File: config.mk
export PLATFORM = sky130hd
export DESIGN_NAME = dwid_write_decoder
export DESIGN_NICKNAME = d
export VERILOG_FILES = /design/src/dwid_pkg.sv /design/src/dwid_sync_if.sv /design/src/dwid_line_sync.sv /design/src/dwid_write_decoder.sv
export SDC_FILE = /design/constraint.sdc
export NUM_CORES = 1
export LEC_CHECK = 0
export BUFFER_PORTS_ARGS = -buffer_cell sky130_fd_sc_hd__buf_2
export CAP_MARGIN = 10
export CORE_MARGIN = 3
export CORE_UTILIZATION = 51
export CTS_CLUSTER_SIZE = 24
export DETAILED_ROUTE_END_ITERATION = 10
export GPL_TIMING_DRIVEN = 1
export PLACE_DENSITY = 0.79
export SLEW_MARGIN = 30
export SYNTH_ARGS = -nofsm -noshare
export SYNTH_HDL_FRONTEND = slang
export SYNTH_HIERARCHICAL = 1
export SYNTH_SLANG_ARGS = --single-unit
File: constraint.sdc
create_clock -name mclk_i -period 2.3 [get_ports mclk_i]
set_clock_uncertainty 0.05 [all_clocks]
set_input_delay 0.23 -clock mclk_i [delete_from_list [all_inputs] [get_ports mclk_i]]
set_output_delay 0.23 -clock mclk_i [all_outputs]
set_load 0.02 [all_outputs]
File: src/dwid_pkg.sv
// package of constants for the dual wiper two-wire write decoder
package dwid_pkg;
   localparam logic [3:0] DWID_ADDR_HI      = 4'h5;  // fixed upper address bits
   localparam logic [7:0] DWID_CMD_REG_A    = 8'h11; // load wiper a
   localparam logic [7:0] DWID_CMD_REG_B    = 8'h12; // load wiper b
   localparam logic [7:0] DWID_CMD_REG_AB   = 8'h13; // load both wipers
   localparam logic [7:0] DWID_WIPER_RESET  = 8'h80; // midscale after power-on
   localparam logic [3:0] DWID_ACK_BIT      = 4'h8;  // bit index of ack slot
   localparam logic [3:0] DWID_LAST_DATA    = 4'h7;  // last data bit index
   // byte-level states of one write frame
   typedef enum logic [2:0] {
      DWID_IDLE = 3'b000,
      DWID_ADDR = 3'b001,
      DWID_CMD  = 3'b010,
      DWID_DATA = 3'b011,
      DWID_DONE = 3'b100
   } dwid_state_e;
endpackage : dwid_pkg

File: src/dwid_sync_if.sv
// interface carrying the synchronised line samples and detected events
`timescale 1ns/10ps
interface dwid_sync_if;
   logic scl_rise;   // serial clock rising edge, one cycle
   logic scl_fall;   // serial clock falling edge, one cycle
   logic start_det;  // start condition seen, one cycle
   logic stop_det;   // stop condition seen, one cycle
   logic sda;        // synchronised data level
   modport src (output scl_rise, scl_fall, start_det, stop_det, sda);
   modport dst (input scl_rise, scl_fall, start_det, stop_det, sda);
endinterface : dwid_sync_if

File: src/dwid_line_sync.sv
// line synchroniser and bus event detector for the two-wire pins
`timescale 1ns/10ps
module dwid_line_sync
   import dwid_pkg::*;
(
   // clock and reset
   input  wire logic mclk_i,
   input  wire logic rst_b_i,
   // raw pins
   input  wire logic scl_i,
   input  wire logic sda_i,
   // events out
   dwid_sync_if.src  ev
);
   logic [1:0] scl_meta_r; // [0] first stage, read only by [1]
   logic [1:0] sda_meta_r;
   logic       scl_q_r;    // delayed copy for edge detection
   logic       sda_q_r;

   // two-stage synchronisers; idle bus is high
   always_ff @(posedge mclk_i or negedge rst_b_i) begin
      if (!rst_b_i) begin
         scl_meta_r <= 2'h3;
         sda_meta_r <= 2'h3;
      end else begin
         scl_meta_r <= {scl_meta_r[0], scl_i};
         sda_meta_r <= {sda_meta_r[0], sda_i};
      end
   end

   // history for edge detection, taken from the second stage only
   always_ff @(posedge mclk_i or negedge rst_b_i) begin
      if (!rst_b_i) begin
         scl_q_r <= 1'b1;
         sda_q_r <= 1'b1;
      end else begin
         scl_q_r <= scl_meta_r[1];
         sda_q_r <= sda_meta_r[1];
      end
   end

   // start and stop are data edges while the clock stays high
   assign ev.scl_rise  = scl_meta_r[1] & ~scl_q_r;
   assign ev.scl_fall  = ~scl_meta_r[1] & scl_q_r;
   assign ev.start_det = scl_meta_r[1] & scl_q_r & sda_q_r & ~sda_meta_r[1];
   assign ev.stop_det  = scl_meta_r[1] & scl_q_r & ~sda_q_r & sda_meta_r[1];
   assign ev.sda       = sda_meta_r[1];
endmodule : dwid_line_sync

File: src/dwid_write_decoder.sv
// two-wire write-only slave loading two wiper position registers
// Functional notes
// - command byte on clocks 10-17, codes 11h/12h/13h
// - command 11h loads wiper a immediately
// - command 12h loads wiper b immediately
// - command 13h loads both wipers together
// - all eight data bits select tap
// - both wipers start at midscale 80h
// - frame: start, address, command, data, stop
// - address is 0101 plus three select pins
// - high eighth address bit means no-operation
// - acknowledge by holding data low ninth clock
`timescale 1ns/10ps
module dwid_write_decoder
   import dwid_pkg::*;
(
   // clock and reset
   input  wire logic       mclk_i,
   input  wire logic       rst_b_i,
   // two-wire pins
   input  wire logic       scl_i,
   input  wire logic       sda_i,
   output logic            sda_o,
   output logic            sda_oe_o,
   // address select straps
   input  wire logic       addr_select_pin_0_i,
   input  wire logic       addr_select_pin_1_i,
   input  wire logic       addr_select_pin_2_i,
   // wiper tap indexes
   output logic [7:0]      wiper_a_position_o,
   output logic [7:0]      wiper_b_position_o
);
   // events, frame state and byte decode
   dwid_sync_if ev ();               // synchronised events
   dwid_state_e state_r;             // byte position in frame
   logic [3:0]  bit_cnt_r;           // bit within byte, 8 = ack slot
   logic [7:0]  shift_r;             // incoming byte
   logic [7:0]  cmd_r;               // latched command byte
   // strap synchronisers and address decode helpers
   logic [2:0]  sel_sync_r [2];      // strap synchronisers
   logic [2:0]  sel_r;               // synchronised strap value
   logic        ack_now;             // byte complete and accepted
   logic        ack_pend_r;          // byte accepted, ack slot pending
   logic        addr_match;          // upper seven bits hit this device
   logic        noop_or_write_bit;   // eighth address bit, high = no-op
   logic        addr_ok;             // address matches, write bit low
   logic [7:0]  byte_in;             // byte including last bit

   // pin synchronisers plus start, stop and clock edge events
   dwid_line_sync u_sync (
      .mclk_i  (mclk_i),
      .rst_b_i (rst_b_i),
      .scl_i   (scl_i),
      .sda_i   (sda_i),
      .ev      (ev)
   );

   // straps come from pins, so two flops before use; a third stage
   // gives a registered copy for the address compare
   always_ff @(posedge mclk_i or negedge rst_b_i) begin
      if (!rst_b_i) begin
         sel_sync_r[0] <= 3'h0;
         sel_sync_r[1] <= 3'h0;
         sel_r         <= 3'h0;
      end else begin
         sel_sync_r[0] <= {addr_select_pin_2_i, addr_select_pin_1_i,
                           addr_select_pin_0_i};
         sel_sync_r[1] <= sel_sync_r[0];
         sel_r         <= sel_sync_r[1];
      end
   end

   // the eighth bit is sampled on the same rising edge that ends the byte,
   // so the address decision needs no extra cycle before the ack slot
   assign byte_in = {shift_r[6:0], ev.sda};

   // fixed upper nibble plus the three straps form the slave address
   assign addr_match = (byte_in[7:1] == {DWID_ADDR_HI, sel_r});

   // reads are not supported, a high eighth bit is a no-operation
   assign noop_or_write_bit = byte_in[0];

   // only a write to this address opens the command byte
   assign addr_ok = addr_match && !noop_or_write_bit;

   // decide on the eighth rising edge whether this byte earns an ack;
   // done and idle bytes are never acked, so extra bytes see a nack
   always_comb begin
      ack_now = 1'b0;
      if (ev.scl_rise && bit_cnt_r == DWID_LAST_DATA) begin
         unique case (state_r)
            DWID_ADDR: ack_now = addr_ok;  // read gets no ack
            // command and data bytes are always acked
            DWID_CMD:  ack_now = 1'b1;
            DWID_DATA: ack_now = 1'b1;
            default:   ack_now = 1'b0;
         endcase
      end
   end

   // bit counter: 0..7 data bits, 8 acknowledge slot; start and stop
   // realign it, so a frame cut short cannot leave it out of step
   always_ff @(posedge mclk_i or negedge rst_b_i) begin
      if (!rst_b_i) begin
         bit_cnt_r <= 4'h0;
      end else if (ev.start_det || ev.stop_det) begin
         bit_cnt_r <= 4'h0;
      end else if (ev.scl_rise) begin
         // count clocks, wrap after the acknowledge slot
         if (bit_cnt_r == DWID_ACK_BIT) begin
            bit_cnt_r <= 4'h0;
         end else begin
            bit_cnt_r <= bit_cnt_r + 4'h1;
         end
      end
   end

   // shift data in msb first on rising clock edges; the ack slot is
   // skipped, its level is the answer and not data
   always_ff @(posedge mclk_i or negedge rst_b_i) begin
      if (!rst_b_i) begin
         shift_r <= 8'h00;
      end else if (ev.scl_rise && bit_cnt_r != DWID_ACK_BIT) begin
         shift_r <= byte_in;
      end
   end

   // frame sequencer; start anywhere restarts, stop always ends;
   // an unmatched address parks in idle until the next start
   always_ff @(posedge mclk_i or negedge rst_b_i) begin
      if (!rst_b_i) begin
         state_r <= DWID_IDLE;
      end else if (ev.start_det) begin
         // a start, even in mid byte, opens a new frame
         state_r <= DWID_ADDR;
      end else if (ev.stop_det) begin
         // a stop ends the frame wherever it falls
         state_r <= DWID_IDLE;
      end else if (ev.scl_rise && bit_cnt_r == DWID_LAST_DATA) begin
         unique case (state_r)
            DWID_IDLE: state_r <= DWID_IDLE;
            DWID_ADDR: state_r <= addr_ok ? DWID_CMD : DWID_IDLE;
            DWID_CMD:  state_r <= DWID_DATA;
            // bytes after the data byte are counted but never decoded
            DWID_DATA: state_r <= DWID_DONE; // extra bytes are ignored
            DWID_DONE: state_r <= DWID_DONE;
            default:   state_r <= DWID_IDLE;
         endcase
      end
   end

   // command byte kept until the data byte arrives; unknown codes are
   // kept as well and simply match no wiper below
   always_ff @(posedge mclk_i or negedge rst_b_i) begin
      if (!rst_b_i) begin
         cmd_r <= 8'h00;
      end else if (ev.scl_rise && bit_cnt_r == DWID_LAST_DATA
                   && state_r == DWID_CMD) begin
         cmd_r <= byte_in;
      end
   end

   // wiper registers; data lands as soon as the last data bit is in,
   // so a master that skips the final ack still moves the wiper
   always_ff @(posedge mclk_i or negedge rst_b_i) begin
      if (!rst_b_i) begin
         // both wipers sit at midscale until the first accepted write
         wiper_a_position_o <= DWID_WIPER_RESET;
         wiper_b_position_o <= DWID_WIPER_RESET;
      end else if (ev.scl_rise && bit_cnt_r == DWID_LAST_DATA
                   && state_r == DWID_DATA) begin
         // one destination per code; the both code writes a and b at once
         unique case (cmd_r)
            DWID_CMD_REG_A:  wiper_a_position_o <= byte_in;
            DWID_CMD_REG_B:  wiper_b_position_o <= byte_in;
            DWID_CMD_REG_AB: begin
               wiper_a_position_o <= byte_in;
               wiper_b_position_o <= byte_in;
            end
            default: ; // unknown command, data dropped
         endcase
      end
   end

   // acknowledge drive: armed on bit 8, pulled low from the falling
   // edge before the ninth clock until the falling edge after it, so the
   // line is stable through the whole high phase; a nacked byte leaves
   // the line to the pull-up
   always_ff @(posedge mclk_i or negedge rst_b_i) begin
      if (!rst_b_i) begin
         sda_oe_o <= 1'b0;
      end else if (ev.start_det || ev.stop_det) begin
         // start or stop in the slot releases the line at once
         sda_oe_o <= 1'b0;
      end else if (ev.scl_fall) begin
         // enable moves only while the clock is low
         sda_oe_o <= (bit_cnt_r == DWID_ACK_BIT) && ack_pend_r;
      end
   end

   // ack pending flag, retaken on every rising edge so it lives only
   // from the eighth clock of a byte to the ninth
   always_ff @(posedge mclk_i or negedge rst_b_i) begin
      if (!rst_b_i) begin
         ack_pend_r <= 1'b0;
      end else if (ev.start_det || ev.stop_det) begin
         // start or stop cancels any pending acknowledge
         ack_pend_r <= 1'b0;
      end else if (ev.scl_rise) begin
         ack_pend_r <= ack_now;
      end
   end

   // open-drain: only ever drives low
   // the line is released by dropping the enable, never driven high
   always_ff @(posedge mclk_i or negedge rst_b_i) begin
      if (!rst_b_i) begin
         sda_o <= 1'b0;
      end else begin
         sda_o <= 1'b0;
      end
   end
endmodule : dwid_write_decoder

# After elaboration in Yosys (flattened, before gate mapping)
# Cells that the tools add are included.
# totals
reg_bits	55
wordCells	69
rom_bits	0
mem_bits_rw	0
inputBits	7
mem_count	0
out_inout_bits	18
latchBits	0
# classes
n_reduce_logical	17
div	0
bitwise	11
n_shift	0
eq_ne	11
multipliers	0
addsub	1
mux	14
order_cmp	0
# op_table
cell	n
== test 8 x 5 -> 1 bit, second input constant	3
two-way mux 4 bit	3
two-way mux 3 bit	3
case mux 3 bit (3 select lines)	1
OR reduction 2 bit	4
bitwise AND 1 bit	7
== test 7 x 6 -> 1 bit	1
== test 3 x 2 -> 1 bit, second input constant	2
logical AND 1 bit	6
two-way mux 1 bit	5
adder 4 x 1 -> 4 bit, second input constant	1
== test 4 x 3 -> 1 bit, second input constant	1
== test 4 bit, second input constant	1
!= test 4 bit, second input constant	1
NOT 1 bit	4
AND reduction 2 bit	2
nonzero test 2 bit	2
== test 3 x 1 -> 1 bit, second input constant	1
== test 3 bit, second input constant	1
nonzero test 3 bit	1
two-way mux 2 bit	1
case mux 1 bit (2 select lines)	1
zero test 1 bit	1
logical OR 1 bit	1

# Logic depth before layout (Yosys ltp)
# depth
ltp_word	7
ltp_mapped	6
mapped_depth_nobuf	6

# By module
# The synthesis kept the hierarchy.
# by_module_without_submodules
mod	n_inst	seq_area_each_um2	area_per_inst_um2	cells_each
dwid_write_decoder	1	1228.7	2031.9	139
dwid_line_sync	1	157.7	190.2	10

# Worst setup path before layout
# OpenSTA, ideal clock, no wires.
# synth_timing
kind	register to register
from	register u_sync.scl_meta_r[1]
to	register wiper_a_position_o[1]
path_slack_ps	352
setup_ps	128
path_buffers	1
path_stages_with_launch	7
required_time_ps	2122
synth_period_minus_slack_ps	1948
arrival_ps	1770
cell_sequence	dfstp_2 nor2b_1 buf_4 nand4b_4 nor3b_4 nand4_4 mux2_1
# synth_via
elab_chain_cells	4
# synth_rtl
element	line_no	source
start, declared	dwid_line_sync.sv:15	logic [1:0] scl_meta_r;
start signal, assigned	dwid_line_sync.sv:26	scl_meta_r <= {scl_meta_r[0], scl_i};
bitwise AND 1 bit	dwid_line_sync.sv:43	assign ev.scl_rise = scl_meta_r[1] & ~scl_q_r;
named net ev.scl_rise	dwid_sync_if.sv:4	logic scl_rise;
logical AND 1 bit	dwid_write_decoder.sv:170	end else if (ev.scl_rise && bit_cnt_r == DWID_LAST_DATA
logical AND 1 bit	dwid_write_decoder.sv:171	&& state_r == DWID_DATA) begin
AND reduction 2 bit (no line)	n/a	
end signal, assigned	dwid_write_decoder.sv:174	DWID_CMD_REG_A: wiper_a_position_o <= byte_in;
end signal, assigned	dwid_write_decoder.sv:177	wiper_a_position_o <= byte_in;
end, declared	dwid_write_decoder.sv:30	output logic [7:0] wiper_a_position_o,
# The timed path passes the listed nets, and every way through them passes these cells.
# A chain may end at the register's enable or synchronous reset.

# Worst setup path in the final report
# layout_timing
from	register u_sync.scl_meta_r[1]
to	register wiper_a_position_o[6]
# Same word-level chain as after synthesis.

==> impl_metrics.csv <==
group,metric,value,unit
sta,relSlewSlack,0.431,
worst_setup_path,path_depth,5,
sta,hold_violations,0,
cts,htreeDepth,2,
worst_setup_path,r2r_slack,0.14,ns
worst_setup_path,rr_startpoint,"u_sync/scl_meta_r[1]",
drt,drtIter0Drc,111,
finish,nets,193,
worst_hold_path,hp-class,"input pin to async pin",
worst_setup_path,cp-end-kind,"flip-flop",
place,port_buffers,23,
global_routing,antenna_found_initial,0,
cts,ctsLongestPathBuffers,2,
drt,drt_drc_violations_left,0,
cts,path_clk_slew,0.10,ns
power,irDropWorstVdd,484,uV
drt,routedWlPerCell,16.3,um
cts,hold_buffers,6,
synth,avgSynthCellArea,14.9,sq um
drt,dr.pass1.iters,4,
drt,wirelength,3820,um
power,power_density,760,nW/um^2
outcome,status,"finished, final reports clean",
worst_setup_path,critical_path.slowest_cell,"dfstp_2",
floorplan,rows,23,
drt,antenna_left,0,
synth,synth_edf_count,0,
sta,slew_viol_final,0,
synth,syn_nets,158,
worst_setup_path,cp_num_buf_inv,0,
finish,area_growth,15.3,%
cts,numCtsBuffers,5,
synth,ys_types,35,
worst_setup_path,cp_data_arrival_time,2.31,ns
synth,syn_inst,149,
worst_setup_path,cp-startpoint,"u_sync/scl_meta_r[1]",
sta,finalSetupTns,0,ns
floorplan,io_pins,25,
global_routing,first_global_vias,1370,
worst_setup_path,cp_max_fo,8,
floorplan,initial_core_util,0.540,
global_routing,grt_util_met1,0.211,
global_routing,grt_usage,0.166,
worst_setup_path,worstPathRequired,2.45,ns
sta,rsz0062_at_grt,"no",
sta,whs,0.184,ns
synth,synthesis.area,2220,sq um
drt,routed-via-count,1296,
run,drv_cap,0,
synth,ys_seq_area_frac,0.624,
sta,fin_crit_sh,0.940,
finish,mostFrequentLayoutCell,"dfrtp_1",
power,leakagePower,1.26,nW
cts,insertion_delay,0.31,ns
floorplan,dieArea,5190,sq um
worst_setup_path,crit_family,"simple AND/OR/NAND/NOR gates",
worst_setup_path,reg2reg_depth,5,
sta,tightestPinTransition,0.847,ns
synth,ys_ff_latch,55,
sta,timing.fmax,463,MHz
global_routing,overflow,0,
worst_setup_path,cp_slowest_stage_delay,0.57,ns
sta,fin_crit,2.16,ns
global_routing,grt_first_pass_wirelength,6530,um
cts,tritoncts,"built",
finish,antenna_cells,0,
floorplan,die_w,72.0,um
worst_setup_path,worstSetupPathType,"flip-flop to flip-flop",
global_routing,grt_max_degree,55,
cts,cts-resized-gates,0,
place,place_hpwl,2650,um
synth,async_reset_ff_frac,1.00,
global_routing,met3_usage,0.0443,
floorplan,core,4120,sq um
global_routing,grt_use_met2,0.276,
synth,ys_warn_count,6,
finish,final_cell_mix,"47 x dfrtp_1, 29 x mux2_2, 23 x buf_2, 8 x dfstp_2",
cts,cts.sinks,55,
place,gp_routability_congestion,0.868,
floorplan,die_y,72.0,um
worst_setup_path,path_cells,"nor2b_1 -> nand4b_4 -> nor3b_4 -> nand4_4 -> mux2_1",
worst_setup_path,crit_path_start_kind,"flip-flop",
finish,drive_gt1_frac,0.427,
global_routing,busiest_layer,"met2",
synth,synth_ff_type,"dfrtp_1",
cts,post_cts_buffers,0,
cts,root_buffer,"clkbuf_8",
sta,finalSetupViolations,0,
drt,drt-vias-per-instance,5.51,
[worst register-to-register path: stages, from the launching register on]
cell and delay, ns:
dfstp_2 0.57, nor2b_1 0.29, nand4b_4 0.20, nor3b_4 0.33, nand4_4 0.24, mux2_1 0.37
[synthesized netlist by cell type (2+ instances only)]
| library cell | instances | area share |
|---|---|---|
| xnor2_1 | 3 | 0.012 |
| nand2_1 | 6 | 0.010 |
| dfrtp_1 | 47 | 0.53 |
| a21oi_1 | 5 | 0.011 |
| ha_1 | 2 | 0.011 |
| nor2_1 | 5 | 0.0084 |
| nand4_4 | 2 | 0.019 |
| and4b_1 | 3 | 0.014 |
| inv_1 | 2 | 0.0034 |
| nand3_1 | 3 | 0.0068 |
| nor4b_1 | 2 | 0.0079 |
| mux2_2 | 29 | 0.15 |
| o21ai_0 | 3 | 0.0068 |
| dfstp_2 | 8 | 0.095 |
| nand2b_1 | 2 | 0.0056 |
| mux2_1 | 2 | 0.010 |
| nor2b_1 | 5 | 0.014 |
| buf_4 | 3 | 0.010 |
[area by class of cell]
| class | count | area, sq um |
|---|---|---|
| fillers | 304 | 1550 |
| clock inverters | 3 | 23.8 |
| clock buffers | 5 | 68.8 |
| repair buffers | 32 | 210 |
| multi-input cells | 88 | 802 |
| flip-flops and latches | 55 | 1390 |
| well taps | 50 | 62.6 |
| inverters | 2 | 7.51 |
[cells by family after synthesis]
group | synth area share
AND/OR/NAND/NOR | 0.129
XOR/XNOR | 0.0118
buffers and inverters | 0.0152
adder cells (fa/ha/maj) | 0.0113
multiplexers | 0.168
AO/OA/AOI/OAI | 0.0389
other | 0.00169
flip-flops | 0.624
[metal layers]
layer,part of all wire,up-vias
met3,0.035,6
li1,-,591
met4,0.015,0
met1,0.44,674
met2,0.51,25
met5,0,-
[power breakdown]
group	leakage [nW]	switching, mW	internal [mW]
Sequential	0.699	0.135	1.06
Combinational	0.525	0.0952	0.116
Clock	0.0408	0.323	0.218
Total	1.26	0.553	1.39
[stage by stage]
stage               total power [mW]  utilization  instances  worst slack, ns  instance area, sq um
detailed placement              1.42        0.585        221            0.183                  2410
global placement                1.39        0.585        221            0.256                  2410
CTS                             1.96        0.622        235            0.129                  2560
finish                          1.95        0.622        235            0.139                  2560
floorplan                       1.33            -        149            0.352                  2220
global route                    2.04        0.622        235           0.0351                  2560
[registers in the layout, indices dropped and copies added (netlist names)]
name	flops
cmd_r	8
sel_sync_r	6
bit_cnt_r	4
u_sync/sda_q_r	1
state_r	3
u_sync/sda_meta_r	2
sda_oe_o	1
wiper_b_position_o	8
u_sync/scl_meta_r	2
wiper_a_position_o	8
sel_r	3
u_sync/scl_q_r	1
shift_r	7
ack_pend_r	1
[final timing paths]
kind	end
worst max-delay path	wiper_a_position_o[6]
worst min-delay path	wiper_b_position_o[6]
worst max register to register	wiper_a_position_o[6]
worst min register to register	u_sync/sda_meta_r[1]
max in group asynchronous	wiper_b_position_o[7]
min in group mclk_i	u_sync/sda_meta_r[1]
(Power assumes the default switching activity.)
